`src/design/uft_cfg.svh`:
```
// Constants for the USB function transceiver configuration block
// Notes on behaviour
// The block is a USB peripheral function only, never a bus host.
// Endpoint zero is one bidirectional pipe at address 0x00.
// Endpoints one to three: IN pipes at 0x81-0x83, OUT pipes at 0x01-0x03.
// Transceiver control holds enable, pull-up enable and speed select.
// Speed one means full speed, pull-up on D+.
// Speed zero means low speed, pull-up on D-.
// Pull-up connects only while VBUS is detected.
// Low five bits serve test: forcing lines and reading line status.
// Firmware starts the USB clock before setting transceiver enable.
// Test field 00 normal, 01 forced one, 10 forced zero.
// Physical layer enable switches the transceiver on or off.
// Losing VBUS drops the pull-up; it returns with VBUS if enabled.
`ifndef UFT_CFG_SVH
`define UFT_CFG_SVH

`define UFT_XCN_ADDR      12'h000
`define UFT_CLKCTL_ADDR   12'h004
`define UFT_EPMAP_ADDR    12'h008
`define UFT_XCN_RESET     8'h00
`define UFT_PULLUP_EN_BIT 7
`define UFT_PHY_ON_BIT    6
`define UFT_SPEED_BIT     5
`define UFT_TST_HI        4
`define UFT_TST_LO        3
`define UFT_DFREC_BIT     2
`define UFT_DP_BIT        1
`define UFT_DN_BIT        0
`define UFT_WR_MASK       8'hF8
`define UFT_EP_IN_FLAG    8'h80
`define UFT_EP_COUNT      4
`define UFT_EP0_ADDR      8'h00
`define UFT_PIPE_COUNT    7

`endif

```
`src/design/uft_pkg.sv`:
```
// Types for the USB function transceiver configuration block
package uft_pkg;
	typedef enum logic [1:0] {
		UFT_TST_NORMAL = 2'b00,
		UFT_TST_FORCE1 = 2'b01,
		UFT_TST_FORCE0 = 2'b10,
		UFT_TST_RSVD   = 2'b11
	} uft_test_t;
endpackage

```
`src/design/uft_xcvr_cfg.sv`:
```
// Transceiver control, pull-up steering and endpoint address map
`timescale 1ns/1ns
`include "uft_cfg.svh"
module uft_xcvr_cfg (
	input  wire logic        pclk,
	input  wire logic        presetn,
	input  wire logic        psel,
	input  wire logic        penable,
	input  wire logic        pwrite,
	input  wire logic [11:0] paddr,
	input  wire logic [31:0] pwdata,
	output logic      [31:0] prdata,
	output logic             pready,
	output logic             pslverr,
	input  wire logic        vbus_detect,
	input  wire logic        usb_clk_running,
	input  wire logic        line_dp_in,
	input  wire logic        line_dn_in,
	input  wire logic        line_diff_in,
	input  wire logic [7:0]  token_ep_addr,
	output logic             token_ep_valid,
	output logic [2:0]       token_pipe,
	output logic             xcvr_enable,
	output logic             pullup_dp,
	output logic             pullup_dn,
	output logic             full_speed,
	output logic             force_dp,
	output logic             force_dn,
	output logic             force_en,
	output logic             host_mode
);
	localparam logic [7:0] XCN_RST = `UFT_XCN_RESET;

	logic [7:0]         xcn_q;
	logic               pu_en_q;
	logic               pu_en_d;
	logic               phy_on_q;
	logic               phy_on_d;
	logic               speed_q;
	logic               speed_d;
	logic [1:0]         tst_q;
	logic [1:0]         tst_d;
	logic               clk_en_q;
	logic               clk_en_d;

	logic               acc;
	logic               setup_rd;
	logic               wr_xcn;
	logic               wr_clk;
	logic [1:0]         reg_sel;
	logic               addr_ok;

	logic [7:0]         status;
	logic [31:0]        rd_d;
	logic [31:0]        rd_q;

	logic [6:0]         pipe_hit;
	logic               ep_ok_d;
	logic [2:0]         pipe_d;

	logic               clk_ok;
	logic               xcvr_d;
	logic               pull_dp_d;
	logic               pull_dn_d;
	logic [2:0]         force_d;
	uft_pkg::uft_test_t tst;

	// Register select: 0 unmapped, 1 control, 2 clock enable, 3 endpoint info
	function automatic logic [1:0] uft_reg_sel(input logic [11:0] a);
		logic [1:0] s;
		s = 2'h0;
		if (a == `UFT_XCN_ADDR) begin
			s = 2'h1;
		end else if (a == `UFT_CLKCTL_ADDR) begin
			s = 2'h2;
		end else if (a == `UFT_EPMAP_ADDR) begin
			s = 2'h3;
		end
		uft_reg_sel = s;
	endfunction

	// Protocol address of pipe p: 0 is endpoint zero, odd pipes IN, even pipes OUT
	function automatic logic [7:0] uft_pipe_addr(input logic [2:0] p);
		logic [2:0] n;
		logic [7:0] a;
		n = 3'((4'(p) + 4'h1) >> 1);
		a = {6'h00, n[1:0]};
		if (p == 3'h0) begin
			a = `UFT_EP0_ADDR;
		end else if (p[0]) begin
			a = a | `UFT_EP_IN_FLAG;
		end
		uft_pipe_addr = a;
	endfunction

	// Force pattern {enable, D+, D-}; reserved code behaves as normal
	function automatic logic [2:0] uft_force(input uft_pkg::uft_test_t t);
		logic [2:0] f;
		f = 3'b000;
		case (t)
			uft_pkg::UFT_TST_FORCE1: begin
				f = 3'b110;
			end
			uft_pkg::UFT_TST_FORCE0: begin
				f = 3'b101;
			end
			uft_pkg::UFT_TST_NORMAL: begin
				f = 3'b000;
			end
			default: begin
				f = 3'b000;
			end
		endcase
		uft_force = f;
	endfunction

	assign acc      = psel && penable;
	assign setup_rd = psel && !penable && !pwrite;
	assign reg_sel  = uft_reg_sel(paddr);
	assign addr_ok  = reg_sel != 2'h0;
	assign wr_xcn   = acc && pwrite && reg_sel == 2'h1;
	assign wr_clk   = acc && pwrite && reg_sel == 2'h2;
	assign pready   = 1'b1;
	assign pslverr  = acc && !addr_ok;

	// Bits 2..0 are live status, never stored
	assign pu_en_d  = wr_xcn ? pwdata[`UFT_PULLUP_EN_BIT] : pu_en_q;
	assign phy_on_d = wr_xcn ? pwdata[`UFT_PHY_ON_BIT] : phy_on_q;
	assign speed_d  = wr_xcn ? pwdata[`UFT_SPEED_BIT] : speed_q;
	assign tst_d    = wr_xcn ? pwdata[`UFT_TST_HI:`UFT_TST_LO] : tst_q;
	assign clk_en_d = wr_clk ? pwdata[0] : clk_en_q;

	assign xcn_q   = {pu_en_q, phy_on_q, speed_q, tst_q, 3'b000};
	assign tst     = uft_pkg::uft_test_t'(tst_q);
	assign clk_ok  = clk_en_q && usb_clk_running;
	assign force_d = uft_force(tst);
	// VBUS gates the pull-up every cycle, so a lost VBUS drops it on the next pclk edge
	assign xcvr_d    = phy_on_q && clk_ok;
	assign pull_dp_d = pu_en_q && vbus_detect && speed_q;
	assign pull_dn_d = pu_en_q && vbus_detect && !speed_q;

	// Live line status bits are read only
	assign status = {5'h00, line_diff_in, line_dp_in, line_dn_in};

	genvar gi;
	generate
		for (gi = 0; gi < `UFT_PIPE_COUNT; gi++) begin : g_pipe
			assign pipe_hit[gi] = token_ep_addr == uft_pipe_addr(3'(gi));
		end
	endgenerate

	always_comb begin
		ep_ok_d = 1'b0;
		pipe_d  = 3'h0;
		for (int i = 0; i < `UFT_PIPE_COUNT; i++) begin
			if (pipe_hit[i]) begin
				ep_ok_d = 1'b1;
				pipe_d  = 3'(i);
			end
		end
	end

	always_ff @(posedge pclk or negedge presetn) begin
		if (!presetn) begin
			pu_en_q <= XCN_RST[`UFT_PULLUP_EN_BIT];
		end else begin
			pu_en_q <= pu_en_d;
		end
	end

	always_ff @(posedge pclk or negedge presetn) begin
		if (!presetn) begin
			phy_on_q <= XCN_RST[`UFT_PHY_ON_BIT];
		end else begin
			phy_on_q <= phy_on_d;
		end
	end

	always_ff @(posedge pclk or negedge presetn) begin
		if (!presetn) begin
			speed_q <= XCN_RST[`UFT_SPEED_BIT];
		end else begin
			speed_q <= speed_d;
		end
	end

	always_ff @(posedge pclk or negedge presetn) begin
		if (!presetn) begin
			tst_q <= XCN_RST[`UFT_TST_HI:`UFT_TST_LO];
		end else begin
			tst_q <= tst_d;
		end
	end

	always_ff @(posedge pclk or negedge presetn) begin
		if (!presetn) begin
			clk_en_q <= 1'b0;
		end else begin
			clk_en_q <= clk_en_d;
		end
	end

	always_comb begin
		rd_d = 32'h0000_0000;
		if (reg_sel == 2'h1) begin
			rd_d = {24'h000000, xcn_q | status};
		end else if (reg_sel == 2'h2) begin
			rd_d = {30'h0000_0000, usb_clk_running, clk_en_q};
		end else if (reg_sel == 2'h3) begin
			rd_d = {24'h000000, 4'(`UFT_EP_COUNT), 4'h0};
		end
	end

	// Taken at setup so the word stands through the access phase
	always_ff @(posedge pclk or negedge presetn) begin
		if (!presetn) begin
			rd_q <= 32'h0000_0000;
		end else if (setup_rd) begin
			rd_q <= rd_d;
		end
	end
	assign prdata = rd_q;

	// Registered so pipe index and valid flag line up
	always_ff @(posedge pclk or negedge presetn) begin
		if (!presetn) begin
			token_ep_valid <= 1'b0;
		end else begin
			token_ep_valid <= ep_ok_d;
		end
	end

	always_ff @(posedge pclk or negedge presetn) begin
		if (!presetn) begin
			token_pipe <= 3'h0;
		end else begin
			token_pipe <= pipe_d;
		end
	end

	// Enable only takes effect while the USB clock runs, guarding firmware order slips
	always_ff @(posedge pclk or negedge presetn) begin
		if (!presetn) begin
			xcvr_enable <= 1'b0;
		end else begin
			xcvr_enable <= xcvr_d;
		end
	end

	always_ff @(posedge pclk or negedge presetn) begin
		if (!presetn) begin
			full_speed <= 1'b0;
		end else begin
			full_speed <= speed_q;
		end
	end

	always_ff @(posedge pclk or negedge presetn) begin
		if (!presetn) begin
			pullup_dp <= 1'b0;
		end else begin
			pullup_dp <= pull_dp_d;
		end
	end

	always_ff @(posedge pclk or negedge presetn) begin
		if (!presetn) begin
			pullup_dn <= 1'b0;
		end else begin
			pullup_dn <= pull_dn_d;
		end
	end

	// Registered so the forced line drive never glitches
	always_ff @(posedge pclk or negedge presetn) begin
		if (!presetn) begin
			force_en <= 1'b0;
		end else begin
			force_en <= force_d[2];
		end
	end

	always_ff @(posedge pclk or negedge presetn) begin
		if (!presetn) begin
			force_dp <= 1'b0;
		end else begin
			force_dp <= force_d[1];
		end
	end

	always_ff @(posedge pclk or negedge presetn) begin
		if (!presetn) begin
			force_dn <= 1'b0;
		end else begin
			force_dn <= force_d[0];
		end
	end

	// Function role only
	assign host_mode = 1'b0;
endmodule // uft_xcvr_cfg

```
`config.mk`:
```
export PLATFORM = sky130hd
export DESIGN_NAME = uft_xcvr_cfg
export DESIGN_NICKNAME = d
export VERILOG_FILES = /design/src/design/uft_pkg.sv /design/src/design/uft_xcvr_cfg.sv
export VERILOG_INCLUDE_DIRS = /design/src /design/src/design
export SDC_FILE = /design/constraint.sdc
export NUM_CORES = 1
export LEC_CHECK = 0
export ABC_AREA = 1
export BUFFER_PORTS_ARGS = -buffer_cell sky130_fd_sc_hd__buf_2
export CORE_MARGIN = 2
export CORE_UTILIZATION = 42
export CTS_BUF_LIST = sky130_fd_sc_hd__clkbuf_4 sky130_fd_sc_hd__clkbuf_8 sky130_fd_sc_hd__clkbuf_16
export CTS_CLUSTER_SIZE = 25
export DETAILED_ROUTE_END_ITERATION = 12
export PLACE_DENSITY = 0.89
export SETUP_SLACK_MARGIN = 0.05
export SYNTH_ARGS = -nofsm -noshare
export SYNTH_HDL_FRONTEND = slang
export SYNTH_SLANG_ARGS = --single-unit
```
`constraint.sdc`:
```
create_clock -name pclk -period 2.8 [get_ports pclk]
set_clock_uncertainty 0.1 [all_clocks]
set_input_delay 0.42 -clock pclk [delete_from_list [all_inputs] [get_ports pclk]]
set_output_delay 0.42 -clock pclk [all_outputs]
set_load 0.005 [all_outputs]
```
# Yosys cells after proc, flatten, opt, wreduce, memory -nomap -nowiden
# Cells that the tools add are included.
# Widths: inputs -> output; s select.
dict set report totals {
  ff_bits 49
  input_bits 62
}
dict set report classes {
  n_mux 20
  n_bitwise 1
  eq_ne 13
  n_reduce_logical 19
}
# op count
set op_table {}
lappend op_table {{$eq 8x8->1 const B} 3}
lappend op_table {{$eq 8x2->1 const B} 2}
lappend op_table {{$mux 7} 2}
lappend op_table {{$eq 12x3->1 const B} 1}
lappend op_table {{$eq 12x4->1 const B} 1}
lappend op_table {{$logic_and 1x1->1} 12}
lappend op_table {{$logic_not 12->1} 1}
lappend op_table {{$mux 2} 5}
lappend op_table {{$mux 3} 3}
lappend op_table {{$eq 8x1->1 const B} 1}
lappend op_table {{$logic_not 8->1} 1}
lappend op_table {{$mux 1} 8}
lappend op_table {{$mux 8} 1}
lappend op_table {{$or 8x3->8} 1}
lappend op_table {{$eq 2x2->1 const B} 3}
lappend op_table {{$pmux 3 s2} 1}
lappend op_table {{$eq 2x1->1 const B} 2}
lappend op_table {{$logic_not 1->1} 4}
lappend op_table {{$reduce_bool 2->1} 1}

# Longest topological paths before layout
# Gate-level depths: netlist of the first run.
dict set report depth {
  word_depth 8
  ltp_mapped 8
}

# Least setup slack after synthesis of the first run
# No wires, ideal clock.
dict set report synth_path {
  path_type {input to output}
  from {input port paddr[5]}
  to {output port pslverr}
  stages 5
  arrival_ns 1.018
  slack_ns 1.262
  cell_sequence {nor2_1 -> nand2_2 -> nor2_8 -> nand3_1 -> and2_1}
}
dict set report synth_via {
  elab_chain_len 7
  word_cells_on_any_way 9
}
# element line_no
set synth_lines {}
lappend synth_lines {{from (decl)} uft_xcvr_cfg.sv:10} ;# input wire logic [11:0] paddr,
lappend synth_lines {{$eq 12x4->1 (no source line)} n/a}
lappend synth_lines {{$mux 2} uft_xcvr_cfg.sv:76} ;# end else if (a == `UFT_EPMAP_ADDR) begin
lappend synth_lines {{$mux 2} uft_xcvr_cfg.sv:74} ;# end else if (a == `UFT_CLKCTL_ADDR) begin
lappend synth_lines {{$mux 2 *} uft_xcvr_cfg.sv:72} ;# if (a == `UFT_XCN_ADDR) begin
lappend synth_lines {{$reduce_bool 2->1 *} uft_xcvr_cfg.sv:120} ;# assign addr_ok = reg_sel != 2'h0;
lappend synth_lines {{$logic_not 1->1 *} uft_xcvr_cfg.sv:124} ;# assign pslverr = acc && !addr_ok;
lappend synth_lines {{$logic_and 1x1->1 *} uft_xcvr_cfg.sv:124}
lappend synth_lines {{to (decl)} uft_xcvr_cfg.sv:14} ;# output logic pslverr,
# Mark *: on every way between the ends. The rest lies on a longest branch, timed or not.

# Final worst setup path of the first run
# Same ends and word-level chain as after synthesis.

==> results of run 1 <==
-- logic make-up (layout without fill, tap and decap cells) --
family	count (synthesis)	in the layout	synth area share (%)
AND/OR/NAND/NOR	66	66	24.1
buffers and inverters	46	80	19.8
other	2	26	0.551
adder cells (fa/ha/maj)	2	2	1.83
AO/OA/AOI/OAI	17	17	7.80
flip-flops	25	25	45.9
-- layer usage --
metal / up-vias / global-route usage, % / share of wire, %
met4: 0 / 6.52 / 1.1
met1: 516 / 15.3 / 39
met2: 35 / 24.3 / 54
li1: 557 / - / -
met5: - / 0 / 0
met3: 2 / 2.13 / 5.9
-- timing repair --
| item | 4_1_cts | 5_1_grt |
|---|---|---|
| gates resized for setup | 0 | 0 |
| endpoints found under the hold margin | 25 | 0 |
| hold buffers | 1 | 0 |
-- final cells by class --
type                            instances  share of cell area (%)
Tap cell                               44                    3.38
Timing Repair Buffer                   56                    17.5
Clock buffer                            3                    1.38
Inverter                               20                    4.61
Sequential cell                        25                    38.4
Multi-Input combinational cell        111                    34.3
Clock inverter                          1                   0.461
-- registers in the layout, summed over array words and instances (netlist names) --
register,cells
pu_en_q,1
token_ep_valid,1
phy_on_q,1
force_en,1
token_pipe,3
speed_q,1
pullup_dn,1
clk_en_q,1
force_dn,1
force_dp,1
full_speed,1
tst,2
pullup_dp,1
prdata,8
xcvr_enable,1
-- stage by stage --
stage                     hold WS [ps]  total power, mW  instances  utilization, %
final                              215            0.593        260            52.9
after global routing               207            0.623        260            52.9
after CTS                          214            0.598        260            52.9
after detailed placement           332            0.437        255            51.6
after global placement             328            0.436        255            51.6
after floorplan                   24.4            0.424        182               -
-- worst min-delay path, cell delays in order --
cell     delay [ps]
buf_2            90
inv_1            40
o21ai_1          60
-- power breakdown --
part	leakage (nW)	internal, mW	switching (mW)
Sequential	0.349	0.362	0.000270
Clock	0.0139	0.0545	0.107
Combinational	0.615	0.0264	0.0429
Total	0.978	0.443	0.150
-- final timing paths --
kind	to	depth (start not counted)	start	slack, ps
min reg2reg	full_speed$_DFF_PN0_	0	speed_q$_DFFE_PN0P_	380
max	pslverr	7	paddr[5]	1000
max reg2reg	force_en$_DFF_PN0_	3	tst[0]$_DFFE_PN0P_	1840
min	tst[0]$_DFFE_PN0P_	3	pwdata[3]	210
min in group asynchronous	force_en$_DFF_PN0_	2	presetn	490
max in group asynchronous	prdata[6]$_DFFE_PN0P_	2	presetn	1760
-- layout by cell type, fill, tap and decap left out, types with 2 or more instances in the layout --
| master | netlist | layout |
|---|---|---|
| nand4_1 | 3 | 3 |
| conb_1 | 2 | 26 |
| inv_2 | 2 | 2 |
| inv_1 | 18 | 18 |
| o2111a_1 | 2 | 2 |
| nand2_2 | 2 | 2 |
| dfrtp_1 | 25 | 25 |
| nand3_1 | 7 | 7 |
| nand2_1 | 33 | 33 |
| ha_1 | 2 | 2 |
| o21ai_1 | 12 | 12 |
| nor2_1 | 11 | 11 |
| nor2_2 | 5 | 5 |
| clkbuf_4 | 0 | 3 |
| buf_2 | 0 | 55 |
==> run metrics, run 1 <==
EDFF count, synth 0; Final Critical Period between 1500 and 2000 ps; # diodes 0; worst-path cell chain buf_2 -> nor2_1 -> nand2_2 -> nor2_8 -> nand3_1 -> and2_1 -> buf_2; Synth cell types 22; Core ar. around 3100 µm²; Initial Util ~44%; CP Launch Type primary input; post-route ant nets 0; Die ar. 3720 µm²; setup ws final ~1000 ps; Power Dens Cells roughly 360 nW/µm²; design area around 1600 µm²; maximum VDD drop around 0.14 mV; Slew @ Worst Pin about 520 ps; largest cells by area after synthesis dfrtp_1, buf_4, nand2_1, inv_1, o21ai_1; Sum Neg Setup Slack 0 ps; Routed WL between 2 and 2.5 mm; TritonCTS Buffers 3; synth cell count leaders nand2_1, buf_4, dfrtp_1; Lkg Pwr slightly below 1 nW; nature of the critical path endpoint output port; # DRC 0; arrival time worst endpoint around 1300 ps; initial antenna violation count 0; endpoints failing setup 0; Register Area 626 µm²; root buffer cell clkbuf_4; Mapped Avg Cell Area between 8 and 9 µm²; Synth area leader dfrtp_1; Hold WC Path Type primary input to flop; relative slew slack approximately 65%; RePlAce Congestion 0.757; clock-pin slew on the worst setup and hold paths about 130 ps; largest net degree at the start of global routing 26; Final Hold Viols 0; Chip Height a little over 60 µm; Crit-path slowest cell and2_1; top_reg_cell synth dfrtp_1; # fillers roughly 300; Worst Path Buf+Inv 2; share of the synthesized area in the top cell type a little under half; largest fanout on the critical path 6; Via Count roughly 1100; Synth Cell Area 1360 µm²; Place WS around 1000 ps; Ports 108; global-route wire length before repair 3.75 mm; f_max 556 MHz; total of max-cap violations 0; clk sink count 25; CTS H-Tree Depth 1; WP data required approximately 2300 ps; Horiz. Die Dim ~60 µm; Gate Count Post-Synth 158; CP most frequent cell buf_2; Final #Nets approximately 280; vias in the first global route roughly 950; status completed; Max Root-Sink Buffers 2; latest clock arrival within the worst-skew pair about 310 ps; WL/cell between 9 and 10 µm; RSZ-0062 raised after global routing false; port bufs 55; layout cells sized above 1 ~33%; area grow syn2layout 19.4%; Pins Over Slew Limit 0; YS warnings 0; Initial DRC Count 46; CP delay by family, top simple AND/OR/NAND/NOR gates; number of vias per cell approximately 4.3; Post-CTS Setup Repair Bufs 0; count leader, synth nand2_1; placed inst area between 1500 and 2000 µm²; GRT Overall Usage ~13%; post-synthesis sequential area ratio a little under half; dpl hpwl about 2.0 mm; CP max stage delay ~160 ps; Crit Path Class primary input to output port; ys async rst share 100%; CTS tree built; Cell Rows 20; number of synthesized register bits 25; total grt overflow 0; multi-input logic area around 560 µm²; Pre-Repair DR Iteration Count 4; Final period util between 60% and 70%
Note: power is estimated with default switching activity, not from simulation.
==> run 2: changes to the inputs <==
--- a/config.mk
+++ b/config.mk
@@ -6,14 +6,14 @@
 export SDC_FILE = /design/constraint.sdc
 export NUM_CORES = 1
 export LEC_CHECK = 0
-export ABC_AREA = 1
+export ABC_AREA = 0
 export BUFFER_PORTS_ARGS = -buffer_cell sky130_fd_sc_hd__buf_2
 export CORE_MARGIN = 2
-export CORE_UTILIZATION = 42
+export CORE_UTILIZATION = 38
 export CTS_BUF_LIST = sky130_fd_sc_hd__clkbuf_4 sky130_fd_sc_hd__clkbuf_8 sky130_fd_sc_hd__clkbuf_16
 export CTS_CLUSTER_SIZE = 25
 export DETAILED_ROUTE_END_ITERATION = 12
-export PLACE_DENSITY = 0.89
+export PLACE_DENSITY = 0.84
 export SETUP_SLACK_MARGIN = 0.05
 export SYNTH_ARGS = -nofsm -noshare
 export SYNTH_HDL_FRONTEND = slang
==> constraint.sdc (replaced) <==
create_clock -name pclk -period 1.8 [get_ports pclk]
set_clock_uncertainty 0.1 [all_clocks]
set_input_delay 0.27 -clock pclk [delete_from_list [all_inputs] [get_ports pclk]]
set_output_delay 0.27 -clock pclk [all_outputs]
set_load 0.005 [all_outputs]
==> run metrics, run 2 <==
status finished, violations left; failing checks negative setup slack; root buffer cell clkbuf_4; arrival time worst endpoint 1710 ps (+430 ps); # DRC 0 (unchanged); CTS tree built; WP data required 1430 ps (-850 ps); Hold WC Path Type primary input to flop; post-layout util 52.0% (-0.95 points); top_reg_cell synth dfrtp_1; largest net degree at the start of global routing 26 (unchanged); Worst Hold Depth 2 (-1); post-route ant nets 0 (unchanged); design area 1610 µm² (-1.0%); synth cell count leaders buf_4, dfrtp_1, nand2_1; CTS H-Tree Depth 1 (unchanged); port bufs 55 (unchanged); Initial Util 40.4% (-3.9 points); R2R cell count 3 (unchanged); Layout Cells excl Fill 217 (-17%); Sw Ratio 24.1% (-1.2 points); relative slew slack 65.7% (+0.56 points); share of the synthesized area in the top cell type 50.0% (+4.1 points); Crit Reg-Reg Startpoint tst[0]$_DFFE_PN0P_; global-route wire length before repair 3.67 mm (-2.0%); Horiz. Die Dim 61.4 µm (+0.70%); Final Critical Period 2080 ps; # diodes 0 (unchanged); Power Dens Cells 570 nW/µm² (+56%); layout cells sized above 1 45.7% (+12 points); RSZ-0062 raised after global routing true; worst hold start token_ep_addr[7]; Switch Pwr 222 µW (+47%); Max Root-Sink Buffers 2 (unchanged); Routed WL 2.52 mm (+4.4%); Final #Nets 238 (-15%); area grow syn2layout 28.8%; Clk network pwr share 27.1% (-0.2 points); Final Total Pwr 919 µW (+55%); Gate Count Post-Synth 109 (-31%); TritonCTS Buffers 3 (unchanged); f_max between 400 and 500 MHz; GRT busiest layer met2; number of synthesized register bits 25 (unchanged); register share of total power 61.3% (+0.3 points); CP Launch Type primary input; met1 Track Usage GR 15.9% (+0.63 points); met2 Resource Use GR 23.4% (-0.87 points); maximum VDD drop 0.217 mV (+55%); largest fanout on the critical path 2 (-4); Core ar. 3100 µm² (+0.81%); Mapped Avg Cell Area 11.5 µm² (+33%); Final Hold Viols 0 (unchanged); placed inst area 1520 µm² (-4.5%); Crit Path Class primary input to output port; Synth Cell Area 1250 µm² (-8.2%); Synth area leader dfrtp_1; end of the worst register-to-register path force_en$_DFF_PN0_; post-synthesis sequential area ratio 50.0% (+4.1 points); latest clock arrival within the worst-skew pair 310 ps (about the same); Final period util 115%; Hold Slack 33.1 ps (-182 ps); Ports 108 (unchanged); Hold EP token_ep_valid$_DFF_PN0_; number of vias per cell 4.36 (+2.1%); initial antenna violation count 0 (unchanged); GRT Overall Usage 13.2% (-0.26 points); clock-pin slew on the worst setup and hold paths 130 ps (about the same); Pins Over Slew Limit 0 (unchanged); WL/cell 11.6 µm (+25%); Via Count 946 (-15%); Cell Rows 20 (unchanged); Int Power 697 µW (+57%); Pre-Repair DR Iteration Count 4 (unchanged); EDFF count, synth 0 (unchanged); Gate power share 11.7% (about the same); Sum Neg Setup Slack -994 ps (-994 ps); total grt overflow 0 (unchanged); most frequent cells in the layout buf_2, conb_1, dfrtp_1; nature of the critical path endpoint output port; Synth cell types 30 (+36%); commonest non-fill, non-tap cell in the layout buf_2; count leader, synth buf_4; Lkg Pwr 0.948 nW (-3.1%); ys async rst share 100% (unchanged); RePlAce Congestion 0.734 (-3.1%); vias in the first global route 871 (-8.0%); placed insts 210 (-18%); met3 usage 2.52% (+0.39 points); Chip Height 61.4 µm (+0.70%); max reg flops 8 (unchanged); Place WS -421 ps (-1420 ps); Slew @ Worst Pin 514 ps (-8.34 ps); endpoints failing setup 6 (+6); R2R Setup Slk 840 ps (-1000 ps); largest cells by area after synthesis dfrtp_1, buf_4, mux2_4, a22o_1, o41ai_1; Die ar. 3770 µm² (+1.4%); Initial DRC Count 31 (-33%); setup ws final -277 ps (-1280 ps); dpl hpwl 2.04 mm (+3.9%); clk sink count 25 (unchanged); total of max-cap violations 0 (unchanged); YS warnings 0 (unchanged)
run 2: kinds of logic (layout without fill, tap and decap cells):
family / Yosys count / in the layout / synth area share, %
AOI/OAI and AO/OA: 12 / 12 / 7.59
and+or+nand+nor: 28 / 28 / 13.9
muxes: 8 / 8 / 8.49
other: 2 / 26 / 0.600
buffers and inverters: 32 / 72 / 17.5
adders and majority gates: 2 / 2 / 2.00
DFF: 25 / 25 / 50.0
run 2: worst max-delay path, stage by stage:
cell and delay, ps:
buf_6 90, or4_4 520, or4_4 500, o211a_1 210
buf_2 120
run 2: metal layers:
layer	vias up	part of all wire, %	wire (µm)
met2	44	50	1260
met4	0	0.99	25
met1	439	42	1050
met5	-	0	0
met3	4	7.1	178
li1	459	-	-
run 2: how the worst max path moves through the flow:
stage	start	end	slack, ps	cells past startpoint
2_1_floorplan	paddr[7]	phy_on_q$_DFFE_PN0P_	-190	4
3_3_place_gp	paddr[7]	pu_en_q$_DFFE_PN0P_	-360	4
3_5_place_dp	paddr[11]	prdata[0]$_DFFE_PN0P_	-420	5
4_1_cts	paddr[4]	pslverr	-310	5
5_1_grt	paddr[4]	pslverr	-320	5
6_report	paddr[4]	pslverr	-280	5
run 2: repair_timing:
action	4_1_cts	5_1_grt
setup buffers	1	1
setup endpoints to repair	9	9
gates cloned	0	0
hold buffers	1	0
pin swaps	3	2
hold endpoints to repair	25	0
gates resized for setup	6	1
run 2: power by group through the flow:
stage | Combinational, mW | Clock, mW | Sequential, mW
final | 0.107 | 0.249 | 0.563
after global routing | 0.121 | 0.281 | 0.564
after floorplan | 0.0725 | 0 | 0.574
after global placement | 0.0974 | 0 | 0.574
after CTS | 0.105 | 0.259 | 0.563
after detailed placement | 0.0987 | 0 | 0.574
run 2: cell type report:
| type | count | area, µm² |
|---|---|---|
| inverter | 4 | 15.0 |
| clock inverter | 1 | 7.51 |
| clock buffer | 3 | 22.5 |
| timing repair buffer | 64 | 355 |
| multi-input combinational | 76 | 532 |
| tap | 44 | 55.1 |
| sequential | 25 | 626 |
| fill | 308 | 1490 |
